`config.mk`:
```
export PLATFORM = sky130hd
export DESIGN_NAME = ofad_decoder
export DESIGN_NICKNAME = d
export VERILOG_FILES = /design/src/verilog/ofad_pkg.sv /design/src/verilog/ofad_bank_busy.sv /design/src/verilog/ofad_decoder.sv
export SDC_FILE = /design/constraint.sdc
export NUM_CORES = 1
export LEC_CHECK = 0
export ABC_AREA = 1
export BUFFER_PORTS_ARGS = -buffer_cell sky130_fd_sc_hd__clkbuf_2
export CAP_MARGIN = 20
export CORE_ASPECT_RATIO = 1.25
export CORE_MARGIN = 4
export CORE_UTILIZATION = 30
export DETAILED_ROUTE_END_ITERATION = 10
export PLACE_DENSITY_LB_ADDON = 0.2
export SLEW_MARGIN = 20
export SYNTH_ARGS = -nofsm -noshare
export SYNTH_HDL_FRONTEND = slang
export SYNTH_HIERARCHICAL = 1
export SYNTH_SLANG_ARGS = --single-unit
```
`constraint.sdc`:
```
create_clock -name clk_in -period 1.6 [get_ports clk_in]
set_input_delay 0.08 -clock clk_in [delete_from_list [all_inputs] [get_ports clk_in]]
set_output_delay 0.08 -clock clk_in [all_outputs]
set_load 0.02 [all_outputs]
```
`src/verilog/ofad_pkg.sv`:
```
// Package with the address map and timing constants of the flash address decoder.
package ofad_pkg;
	localparam int ADDR_W = 24;
	localparam int DATA_W = 16;
	// Segment field is address bits 23..16.
	localparam int SEG_HI = 23;
	localparam int SEG_LO = 16;
	localparam logic [7:0] SEG_XF_FIRST = 8'h09;
	localparam logic [7:0] SEG_XF_LAST = 8'h0d;
	localparam logic [7:0] SEG_FCTRL = 8'h0e;
	localparam logic [7:0] SEG_B2_LAST = 8'h0b;
	// Main flash: 512 Kbytes from address zero, bank 1 in the upper part.
	localparam logic [23:0] MF_LIMIT = 24'h080000;
	localparam logic [23:0] MF_BANK1_BASE = 24'h040000;
	// Boot test block: 8 Kbytes at the bottom while bootstrap is selected.
	localparam logic [23:0] BOOT_LIMIT = 24'h002000;
	localparam int SYSCFG_EXT_PERIPH_GLOBAL_ENABLE_BIT = 2;
	localparam int XPER_XFEN_BIT = 5;
	localparam logic [15:0] SYSCFG_RESET = 16'h0000;
	localparam logic [15:0] XPER_RESET = 16'h0000;
	localparam int BANK_W = 2;
	localparam logic [1:0] BANK_0 = 2'h0;
	localparam logic [1:0] BANK_1 = 2'h1;
	localparam logic [1:0] BANK_2 = 2'h2;
	localparam logic [1:0] BANK_3 = 2'h3;
	// Wait state threshold for software, in MHz; the clock runs at 25 MHz.
	localparam int CPU_MHZ = 25;
	localparam int WS_THRESH_MHZ = 40;
	localparam logic [1:0] WS_ZERO = 2'h0;
	localparam logic [1:0] WS_ONE = 2'h1;
	typedef enum logic [2:0] {
		OFAD_T_NONE,
		OFAD_T_MAIN,
		OFAD_T_BOOT,
		OFAD_T_EXTENSION_FLASH,
		OFAD_T_FCTRL,
		OFAD_T_EXT
	} ofad_target_t;
endpackage
```
`src/verilog/ofad_bank_busy.sv`:
```
// Per-bank busy tracker that records program and erase activity.
`timescale 1ns/1ns
`default_nettype none
module ofad_bank_busy
	import ofad_pkg::*;
(
	input wire logic clk_in,
	input wire logic rstn_in,
	input wire logic [3:0] op_start_in,
	input wire logic [3:0] op_done_in,
	output logic [3:0] busy_out
);
	genvar g;
	generate
		for (g = 0; g < 4; g = g + 1)
		begin : g_bank
			// A start in the same cycle as a done keeps the bank busy.
			always_ff @(posedge clk_in or negedge rstn_in)
			begin
				if (!rstn_in)
					busy_out[g] <= 1'b0;
				else if (op_start_in[g])
					busy_out[g] <= 1'b1;
				else if (op_done_in[g])
					busy_out[g] <= 1'b0;
			end
		end
	endgenerate
endmodule
`default_nettype wire

```
`src/verilog/ofad_decoder.sv`:
```
// Address decoder for main flash, extension flash and flash control window.
//
// Behaviour
// RQ1 - The decoder covers a linear 16 Mbyte space with byte and word accesses.
// RQ2 - The main flash is 512 Kbytes, bank 0 below and bank 1 above.
// RQ3 - A read of a bank is held off while a program or erase runs in it.
// RQ4 - In bootstrap mode the 8 Kbyte boot test block sits at address zero.
// RQ5 - The extension window hits extension flash only with both enables set.
// RQ6 - With the global enable clear the window goes to the external bus.
// RQ7 - Extension flash is three 64 Kbyte blocks in bank 2, two in bank 3.
// RQ8 - The flash control registers take the 64 Kbyte window above them.
// RQ9 - Program and erase are refused when the control window is closed; the code refuses them in banks 2 and 3 only.
// RQ10 - Extension flash is reached as a 16-bit demultiplexed bus, no delay.
// RQ11 - Software sets one wait state above 40 MHz, none otherwise.
// RQ12 - Extension flash takes byte and word accesses.
// RQ13 - With global enable set but flash enable clear, go to external bus.
`timescale 1ns/1ns
`default_nettype none
module ofad_decoder
	import ofad_pkg::*;
(
	input wire logic clk_in,
	input wire logic rstn_in,
	input wire logic req_in,
	input wire logic [23:0] addr_in,
	input wire logic write_in,
	input wire logic byte_in,
	input wire logic boot_mode_in,
	input wire logic [15:0] system_config_reg_in,
	input wire logic [15:0] ext_periph_enable_reg_in,
	input wire logic [1:0] extension_flash_wait_in,
	input wire logic [3:0] op_start_in,
	input wire logic [3:0] op_done_in,
	output logic ack_out,
	output logic stall_out,
	output logic [2:0] target_out,
	output logic [1:0] bank_out,
	output logic [23:0] local_addr_out,
	output logic byte_out,
	output logic write_out,
	output logic ext_bus_req_out,
	output logic demux16_out,
	output logic [1:0] wait_states_out,
	output logic prog_allowed_out,
	output logic op_refused_out,
	output logic [3:0] bank_busy_out
);
	logic ext_periph_global_enable;
	logic ext_flash_enable;
	logic fctrl_open;
	logic [7:0] seg;
	logic in_xwin;
	logic [3:0] busy;
	logic [3:0] start_ok;
	ofad_target_t tgt_next;
	logic [1:0] bank_next;
	logic read_blocked;
	logic [1:0] wait_cnt_reg;
	logic wait_active_reg;

	assign ext_periph_global_enable = system_config_reg_in[SYSCFG_EXT_PERIPH_GLOBAL_ENABLE_BIT];
	assign ext_flash_enable = ext_periph_enable_reg_in[XPER_XFEN_BIT];
	assign seg = addr_in[SEG_HI:SEG_LO];
	assign in_xwin = (seg >= SEG_XF_FIRST) && (seg <= SEG_FCTRL);
	// The control window opens under the same enables as the array.
	assign fctrl_open = ext_periph_global_enable && ext_flash_enable; // see RQ9
	// Extension bank operations need the control window to be reachable.
	assign start_ok = {fctrl_open, fctrl_open, 2'b11} & op_start_in; // see RQ9

	ofad_bank_busy u_busy (
		.clk_in(clk_in),
		.rstn_in(rstn_in),
		.op_start_in(start_ok),
		.op_done_in(op_done_in),
		.busy_out(busy)
	);

	// Target and bank selection for the current request.
	always_comb
	begin
		tgt_next = OFAD_T_EXT;
		bank_next = BANK_0;
		if (boot_mode_in && (addr_in < BOOT_LIMIT))
			tgt_next = OFAD_T_BOOT; // see RQ4
		else if (addr_in < MF_LIMIT)
		begin
			tgt_next = OFAD_T_MAIN; // see RQ2
			bank_next = (addr_in >= MF_BANK1_BASE) ? BANK_1 : BANK_0;
		end
		else if (in_xwin)
		begin
			if (!ext_periph_global_enable)
				tgt_next = OFAD_T_EXT; // see RQ6
			else if (!ext_flash_enable)
				tgt_next = OFAD_T_EXT; // see RQ13
			else if (seg == SEG_FCTRL)
				tgt_next = OFAD_T_FCTRL; // see RQ8
			else
			begin
				tgt_next = OFAD_T_EXTENSION_FLASH; // see RQ5
				bank_next = (seg <= SEG_B2_LAST) ? BANK_2 : BANK_3; // see RQ7
			end
		end
	end

	// Reads of a busy flash bank wait until the operation ends.
	assign read_blocked = req_in && !write_in && busy[bank_next] &&
		((tgt_next == OFAD_T_MAIN) || (tgt_next == OFAD_T_EXTENSION_FLASH)); // see RQ3

	// Wait states counted only for extension flash accesses.
	always_ff @(posedge clk_in or negedge rstn_in)
	begin
		if (!rstn_in)
		begin
			wait_cnt_reg <= WS_ZERO;
			wait_active_reg <= 1'b0;
		end
		else if (wait_active_reg)
		begin
			if (wait_cnt_reg == WS_ZERO)
				wait_active_reg <= 1'b0;
			else
				wait_cnt_reg <= wait_cnt_reg - WS_ONE;
		end
		else if (req_in && !read_blocked && tgt_next == OFAD_T_EXTENSION_FLASH &&
			extension_flash_wait_in != WS_ZERO)
		begin
			wait_active_reg <= 1'b1;
			wait_cnt_reg <= extension_flash_wait_in - WS_ONE; // see RQ11
		end
	end

	// Decoded request outputs, one registered answer per accepted request.
	always_ff @(posedge clk_in or negedge rstn_in)
	begin
		if (!rstn_in)
		begin
			ack_out <= 1'b0;
			stall_out <= 1'b0;
			target_out <= OFAD_T_NONE;
			bank_out <= BANK_0;
			local_addr_out <= '0;
			byte_out <= 1'b0;
			write_out <= 1'b0;
			ext_bus_req_out <= 1'b0;
			demux16_out <= 1'b0;
		end
		else
		begin
			stall_out <= read_blocked;
			ack_out <= 1'b0;
			ext_bus_req_out <= 1'b0;
			if (req_in && !read_blocked && !wait_active_reg)
			begin
				// Full 24-bit address, any byte or word. see RQ1
				ack_out <= 1'b1;
				target_out <= tgt_next;
				bank_out <= bank_next;
				local_addr_out <= addr_in;
				byte_out <= byte_in; // see RQ12
				write_out <= write_in;
				ext_bus_req_out <= (tgt_next == OFAD_T_EXT); // see RQ6
				// Extension flash is a 16-bit demux bus without delay. see RQ10
				demux16_out <= (tgt_next == OFAD_T_EXTENSION_FLASH) ||
					(tgt_next == OFAD_T_FCTRL);
			end
		end
	end

	// Status outputs.
	always_ff @(posedge clk_in or negedge rstn_in)
	begin
		if (!rstn_in)
		begin
			wait_states_out <= WS_ZERO;
			prog_allowed_out <= 1'b0;
			op_refused_out <= 1'b0;
			bank_busy_out <= 4'h0;
		end
		else
		begin
			wait_states_out <= extension_flash_wait_in;
			prog_allowed_out <= fctrl_open; // see RQ9
			op_refused_out <= |(op_start_in & ~start_ok); // see RQ9
			bank_busy_out <= busy;
		end
	end

	chk_busy_read_stall: // see RQ3
	assert property (@(posedge clk_in) disable iff (!rstn_in)
		read_blocked |=> stall_out && !ack_out)
	else $error("read of busy bank was not stalled");

	chk_xwin_ext_route: // see RQ6
	assert property (@(posedge clk_in) disable iff (!rstn_in)
		(req_in && in_xwin && !ext_periph_global_enable && !wait_active_reg)
		|=> ext_bus_req_out && target_out == OFAD_T_EXT)
	else $error("window not forwarded to external bus");

	chk_extension_flash_hit: // see RQ5
	assert property (@(posedge clk_in) disable iff (!rstn_in)
		(ack_out && target_out == OFAD_T_EXTENSION_FLASH) |->
		$past(ext_periph_global_enable) && $past(ext_flash_enable))
	else $error("extension flash hit without both enables");

	chk_flash_off_ext: // see RQ13
	assert property (@(posedge clk_in) disable iff (!rstn_in)
		(req_in && in_xwin && ext_periph_global_enable && !ext_flash_enable
		&& !wait_active_reg) |=> ext_bus_req_out)
	else $error("disabled extension flash not routed out");

	chk_boot_block_map: // see RQ4
	assert property (@(posedge clk_in) disable iff (!rstn_in)
		(req_in && boot_mode_in && addr_in < BOOT_LIMIT && !wait_active_reg)
		|=> target_out == OFAD_T_BOOT)
	else $error("boot block not mapped at zero");

	chk_ctrl_window: // see RQ8
	assert property (@(posedge clk_in) disable iff (!rstn_in)
		(ack_out && target_out == OFAD_T_FCTRL) |->
		local_addr_out[SEG_HI:SEG_LO] == SEG_FCTRL)
	else $error("control window decoded outside its segment");

	chk_extension_flash_bank: // see RQ7
	assert property (@(posedge clk_in) disable iff (!rstn_in)
		(ack_out && target_out == OFAD_T_EXTENSION_FLASH) |->
		bank_out == ((local_addr_out[SEG_HI:SEG_LO] <= SEG_B2_LAST)
		? BANK_2 : BANK_3))
	else $error("extension flash bank wrong");

	chk_main_bank: // see RQ2
	assert property (@(posedge clk_in) disable iff (!rstn_in)
		(ack_out && target_out == OFAD_T_MAIN) |->
		local_addr_out < MF_LIMIT &&
		(bank_out == BANK_1) == (local_addr_out >= MF_BANK1_BASE))
	else $error("main flash bank wrong");

	chk_prog_refused: // see RQ9
	assert property (@(posedge clk_in) disable iff (!rstn_in)
		(|op_start_in[BANK_3:BANK_2] && !fctrl_open) |=> op_refused_out)
	else $error("program started with control window closed");

	chk_demux_mode: // see RQ10
	assert property (@(posedge clk_in) disable iff (!rstn_in)
		(ack_out && target_out == OFAD_T_EXTENSION_FLASH) |-> demux16_out)
	else $error("extension flash not in demux 16-bit mode");

	chk_byte_pass: // see RQ12
	assert property (@(posedge clk_in) disable iff (!rstn_in)
		(req_in && !read_blocked && !wait_active_reg) |=>
		byte_out == $past(byte_in))
	else $error("byte width not passed through");
endmodule
`default_nettype wire

```
Word level (Yosys, flattened, before mapping)
Cells that the tools add are included.
- output and inout bits: 43
- register bits: 50
- input port bits: 72
- add/sub/neg operators: 2
- multiplexer cells: 32
- bitwise logic cells: 3
- reductions and logical operators: 24
- $lt $le $gt $ge: 7
- eq/ne operators: 6
- operators by type and width (cell ; number):
    24-bit by 19-bit greater-or-equal comparator with 1-bit output (second input constant) ; 1
    24-bit by 14-bit less-than comparator with 1-bit output (second input constant) ; 1
    24-bit by 20-bit less-than comparator with 1-bit output (second input constant) ; 1
    2-bit 2-to-1 mux ; 9
    3-bit 2-to-1 mux ; 6
    8-bit by 4-bit <= comparator with 1-bit output (second input constant) ; 2
    1-bit 2-to-1 mux ; 16
    2-bit nonzero test ; 6
    1-bit logical AND ; 10
    4-bit AND ; 2
    8-bit by 4-bit == test with 1-bit output (second input constant) ; 1
    8-bit by 4-bit greater-or-equal comparator with 1-bit output (second input constant) ; 1
    3-bit == test (second input constant) ; 2
    4-bit NOT ; 1
    4-bit OR reduction ; 1
    2-bit by 1-bit subtractor with 2-bit output (second input constant) ; 2
    3-bit by 1-bit == test with 1-bit output (second input constant) ; 1
    3-bit by 2-bit == test with 1-bit output (second input constant) ; 1
    1-bit logical NOT ; 3
    2-bit by 3-bit less-than comparator with 1-bit output (second input constant) ; 1
    1-bit binary-select mux with 2-bit select ; 1
    2-bit logical NOT ; 1
    1-bit logical OR ; 2
    2-bit != test (second input constant) ; 1
    2-bit AND reduction ; 1

Depth between registers and ports, before layout
Gate-level depths: netlist of run 1.
- depth after elaboration: 18
- mapped depth: 15
- depth with buffers taken out: 14

Modules after synthesis
The synthesis of run 1 kept the hierarchy.
- modules (own cells, without submodules) (module ; cells an instance ; times used ; area each (um^2)):
    ofad_decoder ; 216 ; 1 ; 1928.1
    ofad_bank_busy ; 20 ; 1 ; 160.2

Worst setup path before layout of run 1
OpenSTA, ideal clock, no wires.
- path type: input -> register
- from: input port addr_in[20]
- to: register target_out[2]
- data required time: 1.480 ns
- stages on the path: 12
- setup time: 0.120 ns
- arrival: 1.300 ns
- path slack: 0.180 ns
- cells stage by stage: nor2_1 > nand2_1 > nor2_2 > nand3_1 > or2_1 > nand2_1 > nor2_1 > nand3_2 > nand2_4 > buf_4 > nand2_1 > nand2_1
- word-level cells in the longest chain between the ends: 15
- elaborated cells between the ends (all ways): 33
- classes of those cells: order compare: 6; eq/ne: 3; mux: 16; reduce/logical: 8
- RTL lines (item ; line ; source):
    from (decl) ; ofad_decoder.sv:25 ; input wire logic [23:0] addr_in,
    8-bit by 4-bit <= comparator with 1-bit output ; ofad_decoder.sv:101 ; bank_next = (seg <= SEG_B2_LAST) ? BANK_2 : BANK_3;
    1-bit 2-to-1 mux ; ofad_decoder.sv:101 ;
    2-bit 2-to-1 mux ; ofad_decoder.sv:96 ; else if (seg == SEG_FCTRL)
    2-bit 2-to-1 mux ; ofad_decoder.sv:94 ; else if (!ext_flash_enable)
    2-bit 2-to-1 mux ; ofad_decoder.sv:92 ; if (!ext_periph_global_enable)
    2-bit 2-to-1 mux ; ofad_decoder.sv:90 ; else if (in_xwin)
    2-bit 2-to-1 mux ; ofad_decoder.sv:85 ; else if (addr_in < MF_LIMIT)
    2-bit 2-to-1 mux ; ofad_decoder.sv:83 ; if (boot_mode_in && (addr_in < BOOT_LIMIT))
    1-bit binary-select mux with 2-bit select ; ofad_decoder.sv:107 ; assign read_blocked = req_in && !write_in && busy[bank_next] &&
    1-bit 2-to-1 mux (implied by the code) ; ofad_decoder.sv:107 ;
    1-bit logical AND (2 in series) ; ofad_decoder.sv:107 ;
    1-bit logical NOT ; ofad_decoder.sv:153 ; if (req_in && !read_blocked && !wait_active_reg)
    1-bit logical AND (2 in series) ; ofad_decoder.sv:153 ;
    to (signal assigned) ; ofad_decoder.sv:157 ; target_out <= tgt_next;
    to (decl) ; ofad_decoder.sv:36 ; output logic [2:0] target_out,
Parallel ways exist; a longest one is shown, timed or not. The select of a mux whose other input is x is not followed.
A chain may end at the register's enable or synchronous reset.

Final worst setup path of run 1
- from: register u_busy.busy_out[1]
- to: register local_addr_out[8]
- word-level cells in the longest chain between the ends: 7
- RTL lines (item ; line ; source):
    from (decl) ; ofad_bank_busy.sv:11 ; output logic [3:0] busy_out
    from (signal, indexed assignment) ; ofad_bank_busy.sv:21 ; busy_out[g] <= 1'b0;
    from (signal, indexed assignment) ; ofad_bank_busy.sv:23 ; busy_out[g] <= 1'b1;
    from (signal, indexed assignment) ; ofad_bank_busy.sv:25 ; busy_out[g] <= 1'b0;
    1-bit binary-select mux with 2-bit select ; ofad_decoder.sv:107 ;
    1-bit 2-to-1 mux (implied by the code) ; ofad_decoder.sv:107 ;
    1-bit logical AND (2 in series) ; ofad_decoder.sv:107 ;
    1-bit logical NOT ; ofad_decoder.sv:153 ;
    1-bit logical AND (2 in series) ; ofad_decoder.sv:153 ;
    to (signal assigned) ; ofad_decoder.sv:159 ; local_addr_out <= addr_in;
    to (decl) ; ofad_decoder.sv:38 ; output logic [23:0] local_addr_out,
No other way between the ends. The select of a mux whose other input is x is not followed.

==> results of run 1 <==
==> critical path, stage by stage (launching register included) <==
cell,delay (ns)
dfrtp_1,0.35
inv_1,0.06
o41ai_2,0.28
inv_1,0.07
nand2_1,0.08
nand3_2,0.11
nand2_4,0.13
inv_4,0.07
buf_4,0.14
nand2_1,0.05
nand2_1,0.05
==> stage by stage <==
step	area, um2	hold WS, ns	worst slack [ns]
after global placement	2780	0.0981	-0.147
after global routing	3190	0.0193	0.00406
after detailed placement	2780	0.0963	-0.208
final	3190	0.0151	0.0956
after CTS	3180	0.00994	0.0411
after floorplan	2090	-0.216	0.180
==> worst paths after layout <==
path                                     from                  to  slack, ns  cells after the start
max in group asynchronous             rstn_in  local_addr_out[13]       1.07                      3
setup / recovery           u_busy/busy_out[1]   local_addr_out[8]        0.1                     10
hold reg to reg            u_busy/busy_out[2]    bank_busy_out[2]       0.41                      0
setup reg to reg           u_busy/busy_out[1]   local_addr_out[8]        0.1                     10
hold / removal                 op_start_in[3]      op_refused_out       0.02                      3
min in group asynchronous             rstn_in     wait_cnt_reg[0]       0.29                      3
==> cell usage in the layout, fill, tap and decap left out, types with 2 or more instances in the layout <==
cell type,count
buf_12,5
nand3_1,7
buf_4,16
dfrtp_1,50
o21ai_1,10
nand2_1,101
nor2_1,13
dlygate4sd3_1,28
clkbuf_2,84
clkbuf_8,5
nand2_2,3
nand4_1,2
nand3_2,3
inv_1,26
a21oi_1,3
==> final cells by class <==
type                       instances  area (um2)
fill                             636        3450
sequential                        50        1250
timing repair buffer             133         921
multi-input combinational        153         699
tap                               87         109
inverter                          27         104
clock buffer                       6        72.6
clock inverter                     2        37.5
==> per-layer routing <==
layer	vias to the layer above	routed length, um
met1	833	2130
met5	-	0
li1	990	-
met3	4	457
met4	0	34
met2	61	2500
==> kinds of logic (layout without fill, tap and decap cells) <==
| kind of cell | after synthesis | after routing | share of synthesized area |
|---|---|---|---|
| and+or+nand+nor | 136 | 136 | 0.277 |
| DFF | 50 | 50 | 0.599 |
| buffers and inverters | 33 | 168 | 0.0767 |
| xor gates and xnor gates | 1 | 1 | 0.00419 |
| muxes | 1 | 1 | 0.00479 |
| AOI/OAI and AO/OA | 15 | 15 | 0.0377 |
==> power breakdown <==
part	internal [mW]	switching, mW	total [mW]
clock	0.467	0.404	0.871
combinational	0.248	0.328	0.576
sequential	1.38	0.0661	1.45
==> timing repair <==
action / CTS / global route
setup endpoints to repair: 3 / 25
hold buffers: 28 / 0
pin swaps: 0 / 0
endpoints found under the hold margin: 75 / 0
resized for setup: 1 / 4
==> results.md, run 1 <==
Global route:
- For this run, global-route usage on met3 was measured as 0.0427.
- The overall track demand over capacity in global routing is 0.126.
- The first global-routing pass estimated 8090 um of wire.
- The number of antenna violations at the first check in global routing is 0.
- Entering global routing, the biggest net connects 51 pins.
- The via count of the first global-routing pass is 1828.
- The total overflow reported by the global router is 0.
- The met1 track utilization from global routing is 0.148.
- The busiest metal layer after global routing is met2.
- In the global route stage, met2 resource usage came out at 0.217.

Synth:
- The total of warnings raised by yosys is 6.
- The synthesized cell area is 0.00209 mm2.
- The synthesized instance count is 236.
- The cell taking the most area after synthesis is dfrtp_1.
- The average instance area after synthesis is 8.85 um2.
- Synthesis inferred 50 register bits.
- In the synthesized netlist, the cells that appear most often are nand2_1, dfrtp_1, inv_1.
- In the synthesized netlist the dominant register cell turns out to be dfrtp_1.
- The share of the yosys chip area belonging to registers is 0.599.
- The share of synthesized area in the top cell type comes to 0.599.
- The number of flops mapped to enable cells by yosys is 0.
- Yosys instantiated no cell more often than nand2_1.
- Ranked by total cell area, the synthesized netlist is headed by dfrtp_1, nand2_1, inv_1, o21ai_1, nor2_1.
- The number of nets in the synthesized netlist is 308.
- The count of unique library cells instantiated by Yosys is 24.
- In the synthesized netlist the async set-or-reset flop fraction comes to 1.00.

Critical path:
- At the worst endpoint, the required time is 1.79 ns.
- The element type at the critical path start is a register.
- The critical path data arrival time is 1.69 ns.
- The kind of end point of the critical path is a register.
- The peak fanout along the critical path is 5.
- The path type of the worst setup path is register to register.

Routing:
- The wire length reported by the detailed router is 5120 um.
- The first-pass iteration count of the detailed router is 4.
- The starting DRC count in detailed routing is 57.
- The average wire per cell in the routed design is 11.2 um.
- The detailed router placed 1888 vias in this run.
- The post-detailed-route DRC marker count is 0.
- In the routed layout, each cell is associated on average with a via count of 4.12.
- The final antenna-violating net count is 0.

Floorplan:
- The effective utilization at floorplan is 0.314.
- The total number of placement rows is 33.
- Measured along the x axis, the die boundary spans 82.6 um.
- The die height is 101 um.
- The core region area is 0.00665 mm2.
- For this design the top-level I/O count stands at 115.
- The full die area is 0.00837 mm2.

Job:
- The tool flagged a number of max-cap violations equal to 0.

Final layout:
- The top register by number of flip-flops is local_addr_out.
- The flip-flop count of the largest register after layout is 24.
- The area growth from synthesis to layout is 53.0%.
- The fraction of layout cells with a size suffix above 1 is 0.334.
- The number of standard cells in the final layout excluding fillers is 458.
- The count of antenna diodes in the layout is 0.
- The final net count is 442.
- Once layout is complete, the utilization of the core stands at 0.481.
- The largest registers in the layout are local_addr_out (24), bank_busy_out (4), u_busy/busy_out (4).

Status:
- The flow ran to the end, and the final reports show no timing, DRC or antenna violations.

Power:
- The standby leakage power is 1.76 nW.
- The overall power after layout is 2.90 mW.
- In this run the power density over the cells is 907 mW/mm2.
- The worst-case IR drop observed on VDD is 0.429 mV.

STA:
- Summed over all failing endpoints, the final setup total negative slack is 0 ns.
- The post-route fraction of the period consumed by the critical path is 0.940.
- The count of final setup violators is 0.
- Measured against its own limit, the worst slew margin works out to 0.735.
- The number of max-slew violations in the final report is 0.
- The clock arrives with 0.00691 ns of skew.
- Setup repair after global routing left no endpoint under its margin.
- After layout, the minimum clock period comes to 1.50 ns.
- The number of endpoints with negative hold slack in the final report is 0.
- The actual slew at the worst max-slew pin is 0.393 ns.
- The highest clock rate is 665 MHz.

Clock tree:
- The clock reaches the later pin of the worst-skew pair after 0.30 ns.
- The clock slew at the register clock pins of the worst setup and hold paths is 0.09 ns.
- The count of clock tree sinks is 50.
- The root buffer cell is clkbuf_8.
- TritonCTS built the clock tree.
- The post-CTS repair timing setup buffer count is 0.
- In this run the deepest clock path goes through 2 buffers.
- CTS built an H-tree with a depth of 2.
- The clock buffer count from CTS is 5.

Place:
- Routability-driven placement finished with a final weighted congestion of 0.763.
- Detailed placement finished with a half-perimeter wire length of 3810 um.
- The number of buffers inserted by port buffering is 84.
- In this run, placement finished with an instance count of 422.

Min path:
- The class of the tightest hold or removal check is input pin to register.
Power figures use the tool's default switching activity.
==> inputs of run 2 (changes only) <==
--- a/config.mk
+++ b/config.mk
@@ -13,6 +13,7 @@
 export CORE_UTILIZATION = 30
 export DETAILED_ROUTE_END_ITERATION = 10
 export PLACE_DENSITY_LB_ADDON = 0.2
+export RECOVER_POWER = 25
 export SLEW_MARGIN = 20
 export SYNTH_ARGS = -nofsm -noshare
 export SYNTH_HDL_FRONTEND = slang
==> results.md, run 2 (synthesis results as in run 1) <==
Critical path:
- The cell count of the worst reg-to-reg path is 10 (unchanged).
- The endpoint of the worst-slack reg-to-reg timing path is local_addr_out[8] (unchanged).
- The required time of the worst setup path is 1.79 ns (about the same).
- The kind of end point of the critical path was a register (unchanged).
- The critical path data arrival time came to 1.69 ns (about the same).
- The slowest cell on the critical path is dfrtp_1 (unchanged).
- Cell-by-cell listing of the critical path: inv_1 -> o41ai_2 -> inv_1 -> nand2_1 -> nand3_2 -> nand2_4 -> inv_4 -> buf_4 -> nand2_1 -> nand2_1 (unchanged).
- The library cell appearing most often on the critical path is nand2_1 (unchanged).
- The path type of the worst setup path is register to register (unchanged).
- The number of buffer and inverter instances along the worst setup path is 4 (unchanged).
- The flop-to-flop setup slack came to 0.1 ns (about the same).
- The element type at the critical path start is a register (unchanged).
- The delay of the slowest critical-path stage is 0.35 ns (about the same).
- The peak fanout along the critical path came to 5 (unchanged).
- The launch instance of the worst register-to-register path is u_busy/busy_out[1] (unchanged).
- The dominant delay contributor by cell family on the critical path is simple AND/OR/NAND/NOR gates (unchanged).

STA:
- The worst setup skew after layout is 0.00660 ns (was 0.00691 ns).
- The highest clock rate was 665 MHz (about the same).
- The number of max-slew violations in the final report is 0 (unchanged).
- The number of endpoints with negative hold slack in the final report is 0 (unchanged).
- The actual slew at the worst max-slew pin is 1.07 ns (was 0.393 ns).
- The count of final setup violators is 0 (unchanged).
- The relative slew slack is 0.289 (was 0.735).
- Setup repair after global routing missed its margin: false (unchanged).
- The minimum period implied by the final worst setup slack is 1.50 ns (about the same).
- The post-route fraction of the period consumed by the critical path is 0.940 (about the same).

Final layout:
- Registers with the highest flip-flop counts: local_addr_out (24), bank_busy_out (4), u_busy/busy_out (4) (unchanged).
- The fraction of layout cells with a size suffix above 1 is 0.326 (was 0.334).
- The final net count is 442 (unchanged).
- The top register by number of flip-flops was local_addr_out (unchanged).
- The final core utilization is 0.478 (was 0.481).
- The most common cell after layout, fill and taps aside is nand2_1 (unchanged).
- The flip-flop count of the largest register after layout is 24 (unchanged).
- The count of antenna diodes in the layout came to 0 (unchanged).
- The area growth from synthesis to layout is 52.1% (was 53.0%).
- Most used cells in the layout excluding fill and tap cells: nand2_1, clkbuf_2, dfrtp_1, dlygate4sd3_1, inv_1 (unchanged).
- The count of fill cells added during filler insertion is 641 (was 636).

Floorplan:
- The width of the die came to 82.6 um (unchanged).
- The die height was 101 um (unchanged).
- The core region area was 0.00665 mm2 (unchanged).
- The effective utilization at floorplan is 0.314 (unchanged).
- The full die area came to 0.00837 mm2 (unchanged).
- The total number of placement rows is 33 (unchanged).
- The count of pins on the block boundary is 115 (unchanged).

Min path:
- The hold path startpoint is op_start_in[3] (unchanged).
- The worst min-delay path endpoint is op_refused_out (unchanged).
- The class of the tightest hold or removal check is input pin to register (unchanged).
- The number of cells on the worst hold path is 3 (unchanged).

Clock tree:
- The count of clock tree sinks is 50 (unchanged).
- The root buffer cell is clkbuf_8 (unchanged).
- The insertion delay to the later sink of the worst-skew pair is 0.30 ns (about the same).
- The depth of the CTS H-tree was 2 (unchanged).
- The clock slew at the register clock pins of the worst setup and hold paths is 0.09 ns (about the same).
- The worst-case clock buffer depth is 2 (unchanged).
- The clock buffer count from CTS is 5 (unchanged).
- The clock tree from TritonCTS is built (unchanged).

Place:
- The total half-perimeter wirelength after legalization and detailed placement was 3810 um (unchanged).
- The final estimated routing congestion in global placement is 0.763 (unchanged).
- The number of buffers inserted by port buffering is 84 (unchanged).

Global route:
- The first-pass GRT wire length came to 8090 um (unchanged).
- The largest net degree at the start of global routing is 51 (unchanged).
- The number of antenna violations at the first check in global routing is 0 (unchanged).
- The overall track demand over capacity in global routing is 0.126 (unchanged).
- The via count of the first global-routing pass is 1828 (unchanged).
- The total overflow reported by the global router is 0 (unchanged).

Routing:
- The via total after detailed routing is 1887 (was 1888).
- The starting DRC count in detailed routing is 60 (was 57).
- The final antenna-violating net count is 0 (unchanged).
- The average wire per cell in the routed design was 11.2 um (about the same).
- The first-pass iteration count of the detailed router is 4 (unchanged).
- The wire length reported by the detailed router came to 5120 um (about the same).
- The via density per instance is 4.12 (about the same).
- The post-detailed-route DRC marker count came to 0 (unchanged).

Power:
- The worst ir drop on vdd is 0.428 mV (was 0.429 mV).
- The overall power after layout is 2.89 mW (was 2.90 mW).
- The standby leakage power was 1.75 nW (was 1.76 nW).
- The total power divided by cell area is 910 mW/mm2 (was 907 mW/mm2).

Status:
- Outcome: completed (unchanged).

Job:
- The number of violations of the max-capacitance limit is 0 (unchanged).
==> run 2: cell count changes in the layout (fill, tap and decap cells not counted) <==
cell / delta
buf_2: +1
clkbuf_1: +3
clkbuf_2: -3
buf_12: -1
==> run 2: metrics by stage <==
stage	cell area, um2	TNS (ns)	hold WS, ns	worst slack (ns)	std cells
after detailed placement	2780	-5.95	0.0963	-0.208	422
final	3180	0	0.0150	0.0962	458
after global placement	2780	-4.30	0.0981	-0.147	422
after global routing	3180	0	0.0193	0.00406	458
after floorplan	2090	0	-0.216	0.180	236
after CTS	3180	0	0.00994	0.0411	458
==> run 2: how the worst max path moves through the flow <==
stage / startpoint / end / slack (ns) / cells after the start
after CTS: u_busy/busy_out[1] / wait_cnt_reg[0] / 0.04 / 10
final: u_busy/busy_out[1] / local_addr_out[8] / 0.1 / 10
after global placement: addr_in[23] / wait_cnt_reg[0] / -0.15 / 14
after detailed placement: addr_in[23] / wait_cnt_reg[0] / -0.21 / 14
after floorplan: addr_in[20] / target_out[2] / 0.18 / 12
after global routing: u_busy/busy_out[1] / local_addr_out[9] / 0.004 / 10
==> run 2: power by group <==
| group | switching, mW | leakage, nW | internal [mW] | total [mW] |
|---|---|---|---|---|
| logic | 0.327 | 1.09 | 0.243 | 0.570 |
| clock network | 0.404 | 0.0514 | 0.467 | 0.870 |
| registers | 0.0656 | 0.610 | 1.38 | 1.45 |
| total | 0.797 | 1.75 | 2.09 | 2.89 |
==> run 2: area by class of cell <==
cell class | count | area [um2] | share of cell area
flip-flops and latches | 50 | 1250 | 0.394
repair buffers | 133 | 902 | 0.284
multi-input cells | 153 | 699 | 0.220
well taps | 87 | 109 | 0.0343
inverters | 27 | 104 | 0.0327
clock buffers | 6 | 72.6 | 0.0229
clock inverters | 2 | 37.5 | 0.0118
==> run 2: worst min-delay path, stage by stage <==
cell and delay [ns]:
clkbuf_2 0.08, inv_1 0.05, a21oi_1 0.07
==> run 2: timing repair <==
| item | CTS | global route |
|---|---|---|
| endpoints found under the hold margin | 75 | 0 |
| pin swaps | 0 | 0 |
| resized for setup | 1 | 4 |
| hold buffers | 28 | 0 |
| endpoints found under the setup margin | 3 | 25 |
| setup buffers | 0 | 0 |
==> run 2: layer usage <==
| metal | vias to the layer above | routed length (um) | global-route usage |
|---|---|---|---|
| met4 | 0 | 34 | 0.0314 |
| met2 | 61 | 2510 | 0.217 |
| li1 | 989 | - | - |
| met1 | 833 | 2120 | 0.148 |
| met5 | - | 0 | 0 |
| met3 | 4 | 458 | 0.0427 |
